==> src/shared/msc_pkg.sv <==
// Constants for the message interrupt capability registers
//
// How it works
// The identifier byte always reads 05h and ignores every write.
// The next item byte is read only and gives the next capability location.
// As the last capability in the list the next item byte reads 00h.
// Reset clears the enable bit, and while it is clear service goes via the legacy pin.
// Writing one to bit 0 of the control word switches the function to message interrupts.
// Only configuration software may change the writable control bits, never a driver.
// The upper control byte reads zero and writes to it are dropped.
// Bit 7 reads one when the function can produce a 64-bit message address.
// Writes to bit 7 leave it unchanged.
// Bits 6 to 4 give the granted count as a power of two, codes 110 and 111 reserved.
// Software grants no more messages than the function requests.
// Reset returns the granted count field to 000, one message.
// Bits 3 to 1 are read only and give the requested count in the same code.
// With message interrupts on, the legacy pin stays idle and only messages are sent; here a driven pin is released one clock after enable.
package msc_pkg;

  // Configuration byte address of this capability
  localparam logic [7:0]  CAP_BASE       = 8'h40;
  // Identifier and list link
  localparam logic [7:0]  IDENT_VALUE    = 8'h05;
  localparam logic [7:0]  NEXT_PTR_VALUE = 8'h00;
  // Byte lanes of the capability dword
  localparam int          ID_LSB         = 0;
  localparam int          NEXT_LSB       = 8;
  localparam int          CTRL_LSB       = 16;
  localparam int          CTRL_LANE      = 2;
  // Message control word fields
  localparam int          EN_BIT         = 0;
  localparam int          REQ_LSB        = 1;
  localparam int          ALLOC_LSB      = 4;
  localparam int          ADDR64_BIT     = 7;
  localparam int          RSVD_LSB       = 8;
  // Field reset and fixed values
  localparam logic        EN_RESET       = 1'b0;
  localparam logic [2:0]  ALLOC_RESET    = 3'b000;
  localparam logic [2:0]  REQ_VALUE      = 3'b010;
  localparam logic        ADDR64_VALUE   = 1'b1;
  localparam logic [7:0]  RSVD_VALUE     = 8'h00;
  // Lowest reserved count code
  localparam logic [2:0]  CODE_RSVD_MIN  = 3'b110;

  typedef enum logic [3:0] {
    MSC_IDLE     = 4'b0001,
    MSC_LEGACY   = 4'b0010,
    MSC_MSG_WAIT = 4'b0100,
    MSC_MSG_HOLD = 4'b1000
  } msc_state_type;

  // Mask of vector bits a count code lets the function vary
  function automatic logic [4:0] msc_count_mask(input logic [2:0] code);
    logic [5:0] span;
    span = 6'h01 << code;
    return 5'((span - 6'h01));
  endfunction : msc_count_mask

endpackage : msc_pkg

==> src/shared/msc_ctrl_if.sv <==
// Carrier between the register front end and the message control word
`timescale 1ns/1ps
interface msc_ctrl_if;
  logic        wr_lo;
  logic [7:0]  wdata_lo;
  logic        enable;
  logic [2:0]  alloc;
  logic [15:0] word;

  modport owner (
    input  wr_lo,
    input  wdata_lo,
    output enable,
    output alloc,
    output word
  );

  modport user (
    output wr_lo,
    output wdata_lo,
    input  enable,
    input  alloc,
    input  word
  );
endinterface : msc_ctrl_if

==> src/verilog/msc_ctrl_field.sv <==
// Message control word storage and read value
`timescale 1ns/1ps
module msc_ctrl_field #(
  parameter logic       ADDR64_CAP = msc_pkg::ADDR64_VALUE,
  parameter logic [2:0] REQ_CODE   = msc_pkg::REQ_VALUE
) (
  input wire logic     sys_clk,
  input wire logic     rst_n,
  msc_ctrl_if.owner    ctl
);

  logic       en_reg;
  logic       en_next;
  logic [2:0] alloc_reg;
  logic [2:0] alloc_next;
  logic [2:0] wr_code;

  always_comb begin
    en_next    = en_reg;
    alloc_next = alloc_reg;
    wr_code    = ctl.wdata_lo[msc_pkg::ALLOC_LSB +: 3];
    if (ctl.wr_lo) begin
      en_next = ctl.wdata_lo[msc_pkg::EN_BIT];
      // Reserved count codes are not stored
      if (wr_code < msc_pkg::CODE_RSVD_MIN) begin
        alloc_next = wr_code;
      end
    end
  end

  always_ff @(posedge sys_clk or negedge rst_n) begin
    if (!rst_n) begin
      en_reg    <= msc_pkg::EN_RESET;
      alloc_reg <= msc_pkg::ALLOC_RESET;
    end else begin
      en_reg    <= en_next;
      alloc_reg <= alloc_next;
    end
  end

  assign ctl.enable = en_reg;
  assign ctl.alloc  = alloc_reg;
  // Bits 7, 3:1 fixed and upper byte zero, so writes cannot reach them
  assign ctl.word   = {msc_pkg::RSVD_VALUE,
                       ADDR64_CAP,
                       alloc_reg,
                       REQ_CODE,
                       en_reg};

endmodule : msc_ctrl_field

==> src/verilog/msc_regs.sv <==
// Message interrupt capability registers with interrupt routing
`timescale 1ns/1ps
module msc_regs #(
  parameter logic [7:0] NEXT_PTR   = msc_pkg::NEXT_PTR_VALUE,
  parameter logic       ADDR64_CAP = msc_pkg::ADDR64_VALUE,
  parameter logic [2:0] REQ_CODE   = msc_pkg::REQ_VALUE
) (
  input  wire logic        sys_clk,
  input  wire logic        rst_n,
  input  wire logic        cfg_rd,
  input  wire logic        cfg_wr,
  input  wire logic [7:0]  cfg_addr,
  input  wire logic [3:0]  cfg_be,
  input  wire logic [31:0] cfg_wdata,
  output logic      [31:0] cfg_rdata,
  output logic             cfg_ack,
  input  wire logic        irq_req,
  input  wire logic [4:0]  irq_vector,
  input  wire logic        msg_ack,
  output logic             msg_req,
  output logic      [4:0]  msg_vector,
  output logic             int_pin_out,
  output logic             int_pin_oe_n,
  output logic             msi_enabled,
  output logic      [2:0]  msg_alloc_code
);

  msc_ctrl_if ctl ();

  msc_ctrl_field #(
    .ADDR64_CAP (ADDR64_CAP),
    .REQ_CODE   (REQ_CODE)
  ) u_ctrl (
    .sys_clk (sys_clk),
    .rst_n   (rst_n),
    .ctl     (ctl.owner)
  );

  // ------------------------------------------------------------
  // Configuration access front end
  // ------------------------------------------------------------

  logic        cap_hit;
  logic [31:0] cap_dword;
  logic [31:0] rdata_reg;
  logic [31:0] rdata_next;
  logic        ack_reg;
  logic        ack_next;

  // Only the one aligned dword of the capability is decoded
  assign cap_hit = (cfg_addr[7:2] == msc_pkg::CAP_BASE[7:2]);

  // Writes reach only the low control byte; other lanes are read only
  assign ctl.wr_lo    = cfg_wr && cap_hit && cfg_be[msc_pkg::CTRL_LANE];
  assign ctl.wdata_lo = cfg_wdata[msc_pkg::CTRL_LSB +: 8];

  always_comb begin
    cap_dword = 32'h0000_0000;
    cap_dword[msc_pkg::ID_LSB +: 8]    = msc_pkg::IDENT_VALUE;
    cap_dword[msc_pkg::NEXT_LSB +: 8]  = NEXT_PTR;
    cap_dword[msc_pkg::CTRL_LSB +: 16] = ctl.word;
  end

  always_comb begin
    rdata_next = 32'h0000_0000;
    ack_next   = 1'b0;
    if (cap_hit && (cfg_rd || cfg_wr)) begin
      ack_next = 1'b1;
    end
    if (cap_hit && cfg_rd) begin
      rdata_next = cap_dword;
    end
  end

  always_ff @(posedge sys_clk or negedge rst_n) begin
    if (!rst_n) begin
      rdata_reg <= 32'h0000_0000;
      ack_reg   <= 1'b0;
    end else begin
      rdata_reg <= rdata_next;
      ack_reg   <= ack_next;
    end
  end

  assign cfg_rdata = rdata_reg;
  assign cfg_ack   = ack_reg;

  // ------------------------------------------------------------
  // Status copies of the control word
  // ------------------------------------------------------------

  logic       en_copy_reg;
  logic       en_copy_next;
  logic [2:0] alloc_copy_reg;
  logic [2:0] alloc_copy_next;

  always_comb begin
    en_copy_next    = ctl.enable;
    alloc_copy_next = ctl.alloc;
  end

  always_ff @(posedge sys_clk or negedge rst_n) begin
    if (!rst_n) begin
      en_copy_reg    <= msc_pkg::EN_RESET;
      alloc_copy_reg <= msc_pkg::ALLOC_RESET;
    end else begin
      en_copy_reg    <= en_copy_next;
      alloc_copy_reg <= alloc_copy_next;
    end
  end

  assign msi_enabled    = en_copy_reg;
  assign msg_alloc_code = alloc_copy_reg;

  // ------------------------------------------------------------
  // Interrupt delivery: legacy pin or message request
  // ------------------------------------------------------------

  msc_pkg::msc_state_type state_reg;
  msc_pkg::msc_state_type state_next;
  logic [4:0]             vec_reg;
  logic [4:0]             vec_next;
  logic                   pin_oe_n_reg;
  logic                   pin_oe_n_next;
  logic [4:0]             vec_mask;

  // Vector bits beyond the granted count are forced to zero
  assign vec_mask = msc_pkg::msc_count_mask(ctl.alloc);

  always_comb begin
    state_next = state_reg;
    vec_next   = vec_reg;
    unique case (state_reg)
      msc_pkg::MSC_IDLE: begin
        if (irq_req) begin
          if (ctl.enable) begin
            // Message mode: the pin is never used
            state_next = msc_pkg::MSC_MSG_WAIT;
            vec_next   = irq_vector & vec_mask;
          end else begin
            state_next = msc_pkg::MSC_LEGACY;
          end
        end
      end
      msc_pkg::MSC_LEGACY: begin
        // Enabling messages releases the pin one clock after the enable bit sets
        if (!irq_req || ctl.enable) begin
          state_next = msc_pkg::MSC_IDLE;
        end
      end
      msc_pkg::MSC_MSG_WAIT: begin
        // A write already requested runs to its end
        if (msg_ack) begin
          state_next = msc_pkg::MSC_MSG_HOLD;
        end
      end
      msc_pkg::MSC_MSG_HOLD: begin
        if (!irq_req) begin
          state_next = msc_pkg::MSC_IDLE;
        end else if (!ctl.enable) begin
          state_next = msc_pkg::MSC_LEGACY;
        end
      end
      default: begin
        state_next = msc_pkg::MSC_IDLE;
      end
    endcase
    pin_oe_n_next = (state_next != msc_pkg::MSC_LEGACY);
  end

  always_ff @(posedge sys_clk or negedge rst_n) begin
    if (!rst_n) begin
      state_reg    <= msc_pkg::MSC_IDLE;
      vec_reg      <= 5'h00;
      pin_oe_n_reg <= 1'b1;
    end else begin
      state_reg    <= state_next;
      vec_reg      <= vec_next;
      pin_oe_n_reg <= pin_oe_n_next;
    end
  end

  // Open-drain pin: only ever pulled low
  assign int_pin_out  = 1'b0;
  assign int_pin_oe_n = pin_oe_n_reg;
  assign msg_req      = state_reg[2];
  assign msg_vector   = vec_reg;

endmodule : msc_regs

==> config.mk <==
export PLATFORM = sky130hd
export DESIGN_NAME = msc_regs
export DESIGN_NICKNAME = d
export VERILOG_FILES = /design/src/shared/msc_pkg.sv /design/src/shared/msc_ctrl_if.sv /design/src/verilog/msc_ctrl_field.sv /design/src/verilog/msc_regs.sv
export SDC_FILE = /design/constraint.sdc
export NUM_CORES = 1
export LEC_CHECK = 0
export CAP_MARGIN = 20
export CORE_UTILIZATION = 55
export DETAILED_ROUTE_END_ITERATION = 8
export DONT_BUFFER_PORTS = 1
export PLACE_DENSITY = 0.7
export SETUP_SLACK_MARGIN = 0.02
export SLEW_MARGIN = 20
export SYNTH_ARGS = -nofsm -noshare
export SYNTH_HDL_FRONTEND = slang
export SYNTH_HIERARCHICAL = 1
export SYNTH_SLANG_ARGS = --single-unit
==> constraint.sdc <==
create_clock -name sys_clk -period 2 [get_ports sys_clk]
set_clock_uncertainty 0.1 [all_clocks]
set_input_delay 0.4 -clock sys_clk [delete_from_list [all_inputs] [get_ports sys_clk]]
set_output_delay 0.4 -clock sys_clk [all_outputs]
set_load 0.03 [all_outputs]
==> results.md, run 1 <==
- Hold Crit Class: in2reg
- Gpl congestion: 0.6895
- GR Overflow Total: 0
- Placed cell area: 0.001540 mm2
- Die width: 56.66 um
- Synth top area share: 51.79%
- Largest net degree at the start of global routing: 37
- Clk sinks: 36
- Post-Route Setup TNS: 0 ns
- Seq/Total Area, Yosys: 54.99%
- Die H: 56.66 um
- Crit path required time: 2.12 ns
- FP Rows: 19
- Unrepaired setup endpoints after global routing: no
- Max-cap viol count: 0
- Port Buf Inserts: 0
- DRT Pass-1 Iters: 4
- CTS tree: built
- Pins Over Slew Limit: 0
- Synth unique cells: 32
- Hold Vio Cnt, Final: 0
- GR Util All Layers: 15.50%
- Status: finished, final reports clean
- Slowest CP cell: or4b_4
- Setup slack, reg-to-reg: 0.35 ns
- Initial Util: 59.06%
- Slew headroom: 64.00%
- Post-CTS setup repair buffer count: 0
- Largest stage delay, worst path: 0.53 ns
- Worst Setup Path Type: in2reg
- Largest register FFs: 17
- Share of cells above drive strength 1: 27.54%
- Sw frac: 32.94%
- Cells after Synth: 136
- Peak supply drop: 0.6682 mV
- Worst Setup Start Kind: input pin
- Synth Area per Inst: 12.08 um2
- Flops & latches, synth: 36
- P per Cell Area: 960.6 mW/mm2
- Antenna violations before repair: 0
- Net Sw Power: 0.5162 mW
- Pint: 1.051 mW
- CTS HTree Levels: 2
- Critical Path, Cell by Cell: or4b_4 -> nor3_2 -> and3_1 -> a21boi_2 -> mux2_4
- Residual DRC count: 0
- Combinational group share of total power: 11.4%
- Multi-input gate area: 560.5 um2
- Routed len/inst: 13.56 um
- CTS root buf: clkbuf_4
- CORE AREA: 0.002781 mm2
- DR vias/cell: 4.982
- CP arrival: 1.77 ns
- Detailed Place HPWL: 1.656 mm
- DIE AREA: 0.003210 mm2
- Global-route wire length before repair: 3.684 mm
- DRT antenna net count: 0
- CP endpoint kind: register
- Top post-synthesis cells by area: dfrtp_1 (52%), buf_4 (15%), and2_2 (7.3%), dfstp_2 (3.2%), mux2i_1 (3.0%)
- Post-CTS Resized: 0
- Mapped Area: 0.001643 mm2
- Max frequency: 603.9 MHz
- Ant diodes: 0
- Via count: 842
- Final nets: 192
- Sequential standard cell area: 903.4 um2
- Slew @ Worst Pin: 0.5404 ns
- Layout area overhead: -0.6858%
- CTS Buffer Depth: 2
- Clk Latency, worst-skew pair: 0.32 ns
- Clock Pin Slew Worst Setup and Hold Paths: 0.10 ns
- Share of power burned in registers: 63.8%
- Number of global-route vias before repair: 799
- Crit Path Max Fanout: 2
- Final instance area: 0.001632 mm2
- Final worst-path cycle share: 82.80%
- Drt initial violations: 28
- Cell taking the most area after synthesis: dfrtp_1
- WL final: 2.292 mm
- Fillers: 250
- Top-level port count: 100
- Clk network pwr share: 24.9%
- CTS buffer count: 5
- Leakage: 0.8612 nW
- Syn. warnings: 6
- Tmin final: 1.656 ns
- Setup Viol. Count Final: 0
## kinds of logic after synthesis
kind of cell           after synthesis  synth area share, %
buffers and inverters               39                16.68
AND/OR/NAND/NOR                     37                16.30
flip-flops                          36                54.99
AO/OA/AOI/OAI                       11                4.798
multiplexers                         9                6.016
other                                3               0.6854
XOR/XNOR                             1               0.5332
## what timing repair did
item,CTS,global route
setup endpoints to repair,0,0
hold buffers,2,0
endpoints found under the hold margin,36,0
## area by class of cell
class                      count  area share, %
clock buffer                   6          3.144
clock inverter                 2         0.6135
inverter                       4         0.9202
multi-input combinational     85          34.36
sequential                    36          55.37
tap                           31          2.377
timing repair buffer           5          3.221
## synth_stat cells
library cell,n
and2_2,16
nand3_1,1
nor2b_1,3
nand2_1,2
nor3_1,3
a21boi_2,1
buf_4,32
nand2b_1,3
mux2i_1,5
conb_1,3
clkbuf_1,2
nor2_1,2
mux2_2,3
nor4b_4,1
nor4b_1,1
o211ai_1,1
o31a_1,2
mux2_4,1
a31oi_1,2
or4b_4,1
buf_6,1
or3_1,1
inv_1,4
o21ai_0,1
nor3b_1,1
dfstp_2,2
dfrtp_1,34
and3_1,1
a21oi_1,2
and3b_1,1
xor2_1,1
o21a_1,2
## worst max-delay path: cells and delay by family
family / cells / cell delay [ns]
simple gates: 3 / 0.89
mux: 1 / 0.30
compound gates: 1 / 0.18
## power by group through the flow
stage / logic, mW / registers (mW) / clock network [mW]
floorplan: 0.200 / 0.986 / 0
CTS: 0.181 / 1.00 / 0.408
global route: 0.203 / 1.01 / 0.429
global placement: 0.149 / 1.01 / 0
finish: 0.178 / 0.999 / 0.390
detailed placement: 0.160 / 1.02 / 0
## per-layer routing
metal	GRT usage (%)	wire (um)	vias to the layer above
met4	4.530	14	0
met2	25.71	1247	31
met3	8.525	141	2
met1	16.98	888	423
met5	0	0	-
li1	-	-	386
## per-stage QoR
stage	std cells	total power [mW]	setup WS [ns]	hold WS (ns)	util, %
finish	169	1.567	0.3440	0.09024	58.66
detailed placement	159	1.175	0.006812	0.005210	55.38
global placement	159	1.158	0.05362	0.005090	55.38
global route	169	1.644	0.2301	0.05954	58.66
floorplan	160	1.186	0.02466	0.004409	-
CTS	169	1.589	0.3519	0.07095	58.66
## layout by cell type, fill, tap and decap left out, types with 2 or more instances in the layout
cell / n
dfrtp_1: 34
mux2_2: 3
inv_1: 4
nor2b_1: 3
nor3_1: 2
nor2_1: 2
clkbuf_4: 5
dfstp_2: 2
nand2_1: 2
o21a_1: 2
clkinv_2: 2
nand2b_1: 3
buf_4: 3
a21oi_1: 2
o31a_1: 2
conb_1: 27
mux2i_1: 5
a31oi_1: 2
and2_2: 16
## worst paths after layout
check	from	to	depth (start not counted)
setup reg to reg	state_reg[0]$_DFF_PN1_	msg_vector[2]$_DFFE_PN0P_	3
max in group asynchronous	rst_n	int_pin_oe_n$_DFF_PN1_	2
hold / removal	cfg_wr	cfg_ack$_DFF_PN0_	1
hold reg to reg	u_ctrl/ctl.enable$_DFFE_PN0P_	msi_enabled$_DFF_PN0_	0
min in group asynchronous	rst_n	msi_enabled$_DFF_PN0_	2
setup / recovery	cfg_addr[5]	u_ctrl/ctl.alloc[0]$_DFFE_PN0P_	5
Note: power is estimated with default switching activity, not from simulation.
==> run 2, diff against run 1 <==
- PLACE_DENSITY: 0.7 -> 0.73
- clock period: 2 -> 1.5 ns (I/O delays scaled with it)
==> results.md, run 2 (same netlist as run 1, synthesis figures left out) <==
- CTS buffer count: 5
- Die H: 56.66 um
- Slowest CP cell: or4b_4
- Critical path launch point: cfg_addr[5]
- CTS Buffer Depth: 2
- Pint: 1.386 mW
- CTS root buf: clkbuf_4
- Port Buf Inserts: 0
- Die width: 56.66 um
- Global-route wire length before repair: 4.071 mm
- Max frequency: 649.0 MHz
- Largest net degree at the start of global routing: 37
- Leakage: 0.9152 nW
- Via count: 894
- DIE AREA: 0.003210 mm2
- Slew @ Worst Pin: 0.5455 ns
- Worst Setup Start Kind: input pin
- Worst Setup Path Type: in2reg
- Routed len/inst: 13.69 um
- Share of power burned in registers: 63.3%
- Hold_ws: 0.03032 ns
- Ant diodes: 0
- Critical path's top delay family: simple AND/OR/NAND/NOR gates
- Sw frac: 33.20%
- Clock Pin Slew Worst Setup and Hold Paths: 0.10 ns
- GR Util All Layers: 17.06%
- DRT antenna net count: 0
- Total Power: 2.075 mW
- Detailed Place HPWL: 1.740 mm
- Crit path required time: 1.61 ns
- GR Overflow Total: 0
- Hold Vio Cnt, Final: 0
- Setup Viol. Count Final: 1
- Metal3 WL: 187 um
- Critical Path Stages: 5
- FP Rows: 19
- Clk Latency, worst-skew pair: 0.31 ns
- Crit Path Max Fanout: 2
- Combinational group share of total power: 14.9%
- Final instance area: 0.001738 mm2
- CP arrival: 1.65 ns
- Layout area overhead: 5.788%
- Status: finished, violations left
- Setup ws final: -0.04094 ns
- WL final: 2.464 mm
- Antenna violations before repair: 0
- Top-level port count: 100
- M1 WL: 957 um
- Gpl congestion: 0.7015
- CTS HTree Levels: 2
- Crit Reg-Reg Endpoint: msg_vector[0]$_DFFE_PN0P_
- Most frequent cells in the layout: dfrtp_1 (34), conb_1 (27), and2_2 (15)
- Largest register FFs: 17
- Pins Over Slew Limit: 0
- Failing checks: setup timing
- Final worst-path cycle share: 102.7%
- Residual DRC count: 0
- Initial Util: 59.06%
- Clk network pwr share: 21.8%
- Worst Reg-to-Reg Cells: 3
- Hold Crit Class: in2reg
- Number of global-route vias before repair: 897
- CORE AREA: 0.002781 mm2
- DR top layer: met4
- Dpl cells: 166
- P per Cell Area: 1194 mW/mm2
- DR vias/cell: 4.967
- Met2 wire len: 1.290 mm
- Tmin final: 1.541 ns
- Share of cells above drive strength 1: 32.89%
- Max-cap viol count: 0
- Most common cell after layout, fill and taps aside: dfrtp_1
- DRT Pass-1 Iters: 4
- Placed cell area: 0.001602 mm2
- Final nets: 204
- Clk sinks: 36
- Largest stage delay, worst path: 0.53 ns
- CP endpoint kind: register
- Peak supply drop: 0.9810 mV
- Cell Count, Final, Fillers Out: 180
- Drt initial violations: 14
- Setup slack, reg-to-reg: 0.06 ns
- Critical Path, Cell by Cell: or4b_4 -> nor3_2 -> and3_1 -> a21boi_2 -> mux2_4
- Crit path buf inv count: 0
- Slew headroom: 63.66%
- Worst Setup EP: u_ctrl/ctl.alloc[0]$_DFFE_PN0P_
- Unrepaired setup endpoints after global routing: yes
- Net Sw Power: 0.6890 mW
- CTS tree: built
- R2r startpoint: state_reg[0]$_DFF_PN1_
-- run 2: cell types whose count changed in the layout (fill, tap and decap cells not counted), sizes merged --
cell	delta
clkinv	-1
buf	+9
dlygate4sd3	+3
-- run 2: power by group through the flow --
| stage | clock network, mW | logic, mW | registers, mW |
|---|---|---|---|
| floorplan | 0 | 0.269 | 1.32 |
| global placement | 0 | 0.249 | 1.32 |
| detailed placement | 0 | 0.264 | 1.33 |
| CTS | 0.470 | 0.300 | 1.31 |
| global route | 0.513 | 0.341 | 1.33 |
| finish | 0.453 | 0.309 | 1.31 |
-- run 2: worst min-delay path by stage --
stage	cells after the start	to	from
after floorplan	0	cfg_ack$_DFF_PN0_	rst_n
after global placement	0	cfg_rdata[31]$_DFF_PN0_	rst_n
after detailed placement	0	cfg_rdata[31]$_DFF_PN0_	rst_n
after CTS	1	cfg_ack$_DFF_PN0_	cfg_rd
after global routing	2	msg_vector[3]$_DFFE_PN0P_	irq_vector[3]
final	2	msg_vector[3]$_DFFE_PN0P_	irq_vector[3]
-- run 2: through the flow --
step	setup WS (ns)	util (%)	TNS (ns)
4_1_cts	-0.003433	61.40	-0.003433
2_1_floorplan	-0.3749	-	-1.404
3_3_place_gp	-0.3169	57.58	-2.278
3_5_place_dp	-0.3593	57.58	-2.515
5_1_grt	-0.06412	62.48	-0.09589
6_report	-0.04094	62.48	-0.04094
-- run 2: layout make-up --
class | count | area, um2
multi-input combinational | 85 | 580.6
fill | 221 | 1044
tap | 31 | 38.79
clock inverter | 1 | 5.005
sequential | 36 | 903.4
inverter | 4 | 15.01
timing repair buffer | 17 | 153.9
clock buffer | 6 | 41.29
-- run 2: what timing repair did --
| action | 4_1_cts | 5_1_grt |
|---|---|---|
| pin swaps | 0 | 3 |
| setup endpoints to repair | 3 | 4 |
| hold endpoints to repair | 37 | 2 |
| setup buffers | 2 | 0 |
| hold buffers | 3 | 2 |
| gates resized for setup | 1 | 2 |
-- run 2: metal layers --
metal | GRT usage (%) | vias to the layer above
met1 | 19.23 | 429
li1 | - | 409
met4 | 6.272 | 0
met2 | 29.58 | 51
met5 | 0 | -
met3 | 5.991 | 5
==> run 3, diff against run 2 <==
- CORE_UTILIZATION: 55 -> 52
- PLACE_DENSITY: 0.73 -> 0.77
==> results.md, run 3 (same netlist as run 1, synthesis figures left out) <==
- Status: finished, violations left
- Failing checks: DRC, setup timing
- Hold Vio Cnt, Final: 0
- Detailed Place HPWL: 1.785 mm
- Most frequent cells in the layout: dfrtp_1 (33), conb_1 (27), and2_2 (15)
- Clk sinks: 36
- Max-cap viol count: 0
- Unrepaired setup endpoints after global routing: yes
- Clk Latency, worst-skew pair: 0.32 ns
- Port Buf Inserts: 0
- Hold Crit Class: in2reg
- Hold_ws: 0.03271 ns
- CTS Buffer Depth: 2
- GR Overflow Total: 0
- Drt initial violations: 16
- FP Rows: 20
- CTS buffer count: 5
- P per Cell Area: 1174 mW/mm2
- Slowest CP cell: or4b_4
- Tmin final: 1.510 ns
- Worst Setup Start Kind: input pin
- CTS tree: built
- Leakage: 0.9306 nW
- Number of global-route vias before repair: 909
- Critical path's top delay family: simple AND/OR/NAND/NOR gates
- DRT Pass-1 Iters: 5
- Most common cell after layout, fill and taps aside: dfrtp_1
- Die H: 58.21 um
- Via count: 876
- Worst Setup Path Type: in2reg
- CP endpoint kind: register
- Crit path buf inv count: 0
- Routed len/inst: 12.70 um
- Largest register FFs: 17
- Setup ws final: -0.009769 ns
- Max frequency: 662.4 MHz
- Core Util, Final: 58.80%
- GR Util All Layers: 16.45%
- Critical Path, Cell by Cell: or4b_4 -> nor3_4 -> and3_1 -> a21boi_2 -> mux2_4
- CTS root buf: clkbuf_4
- Ant diodes: 0
- Clock Pin Slew Worst Setup and Hold Paths: 0.10 ns
- Die width: 58.21 um
- Final worst-path cycle share: 100.7%
- Setup Viol. Count Final: 1
- Largest stage delay, worst path: 0.54 ns
- DRT antenna net count: 0
- Share of cells above drive strength 1: 33.55%
- CTS HTree Levels: 2
- Initial Util: 54.26%
- Antenna violations before repair: 0
- Top-level port count: 100
- Largest net degree at the start of global routing: 37
- Layout area overhead: 8.378%
- Crit path required time: 1.62 ns
- Crit Path Max Fanout: 2
- Final nets: 207
- DIE AREA: 0.003388 mm2
- Residual DRC count: 1
- DR vias/cell: 4.469
- CORE AREA: 0.003028 mm2
- Gpl congestion: 0.7963
- Total Power: 2.090 mW
- WL final: 2.489 mm
- Peak supply drop: 0.6076 mV
- CP arrival: 1.63 ns
- Pins Over Slew Limit: 0
- Global-route wire length before repair: 3.946 mm
-- run 3: changes by cell type in the layout (fill, tap and decap cells not counted) --
cell and delta:
buf_4 +2, dfrtp_1 -1, dfrtp_2 +1, dlygate4sd3_1 +1, nor3_2 -1, nor3_4 +1, nor4b_1 +1, nor4b_2 -1
-- run 3: path summary, 6_finish.rpt --
kind                                            startpoint                              end  slack [ns]  cells after the start
min in group asynchronous                            rst_n          cfg_rdata[29]$_DFF_PN0_        0.32                      2
hold / removal                                     msg_ack           state_reg[2]$_DFF_PN0_        0.03                      2
setup / recovery                               cfg_addr[5]  u_ctrl/ctl.alloc[0]$_DFFE_PN0P_       -0.01                      5
setup reg to reg                    state_reg[0]$_DFF_PN1_           int_pin_oe_n$_DFF_PN1_        0.06                      4
max in group asynchronous                            rst_n           int_pin_oe_n$_DFF_PN1_        0.74                      2
hold reg to reg            u_ctrl/ctl.alloc[1]$_DFFE_PN0P_      msg_alloc_code[1]$_DFF_PN0_        0.41                      0
-- run 3: repair_timing --
item	4_1_cts	5_1_grt
setup endpoints to repair	4	6
hold buffers	4	2
buffers inserted	0	2
endpoints found under the hold margin	37	2
resized for setup	1	3
pin swaps	0	1
-- run 3: routing by layer --
layer | vias up | wire length (um) | share of wire [%] | track usage (%)
met2 | 42 | 1329 | 53 | 28.57
met4 | 0 | 44 | 1.8 | 7.823
met5 | - | 0 | 0 | 0
met3 | 6 | 187 | 7.5 | 8.482
met1 | 416 | 926 | 37 | 16.11
li1 | 412 | - | - | -
-- run 3: final cells by class --
| type | count | area (um2) |
|---|---|---|
| flip-flops and latches | 36 | 904.6 |
| clock buffers | 6 | 41.29 |
| repair buffers | 20 | 178.9 |
| inverters | 4 | 15.01 |
| multi-input cells | 85 | 580.6 |
| clock inverters | 1 | 5.005 |
| well taps | 44 | 55.05 |
| fillers | 258 | 1247 |
-- run 3: per-stage QoR --
stage | cells | cell area [um2] | setup slack [ns] | setup TNS, ns
2_1_floorplan | 160 | 1747 | -0.3749 | -1.404
3_3_place_gp | 181 | 1633 | -0.3195 | -2.380
3_5_place_dp | 181 | 1633 | -0.3484 | -2.932
4_1_cts | 192 | 1734 | 0.009490 | 0
5_1_grt | 196 | 1780 | -0.03807 | -0.04239
6_report | 196 | 1780 | -0.009769 | -0.009769
-- run 3: report_power, final --
part           switching [mW]  internal, mW
Sequential              0.228          1.08
Combinational           0.176         0.138
Clock                   0.295         0.173
Total                   0.699          1.39
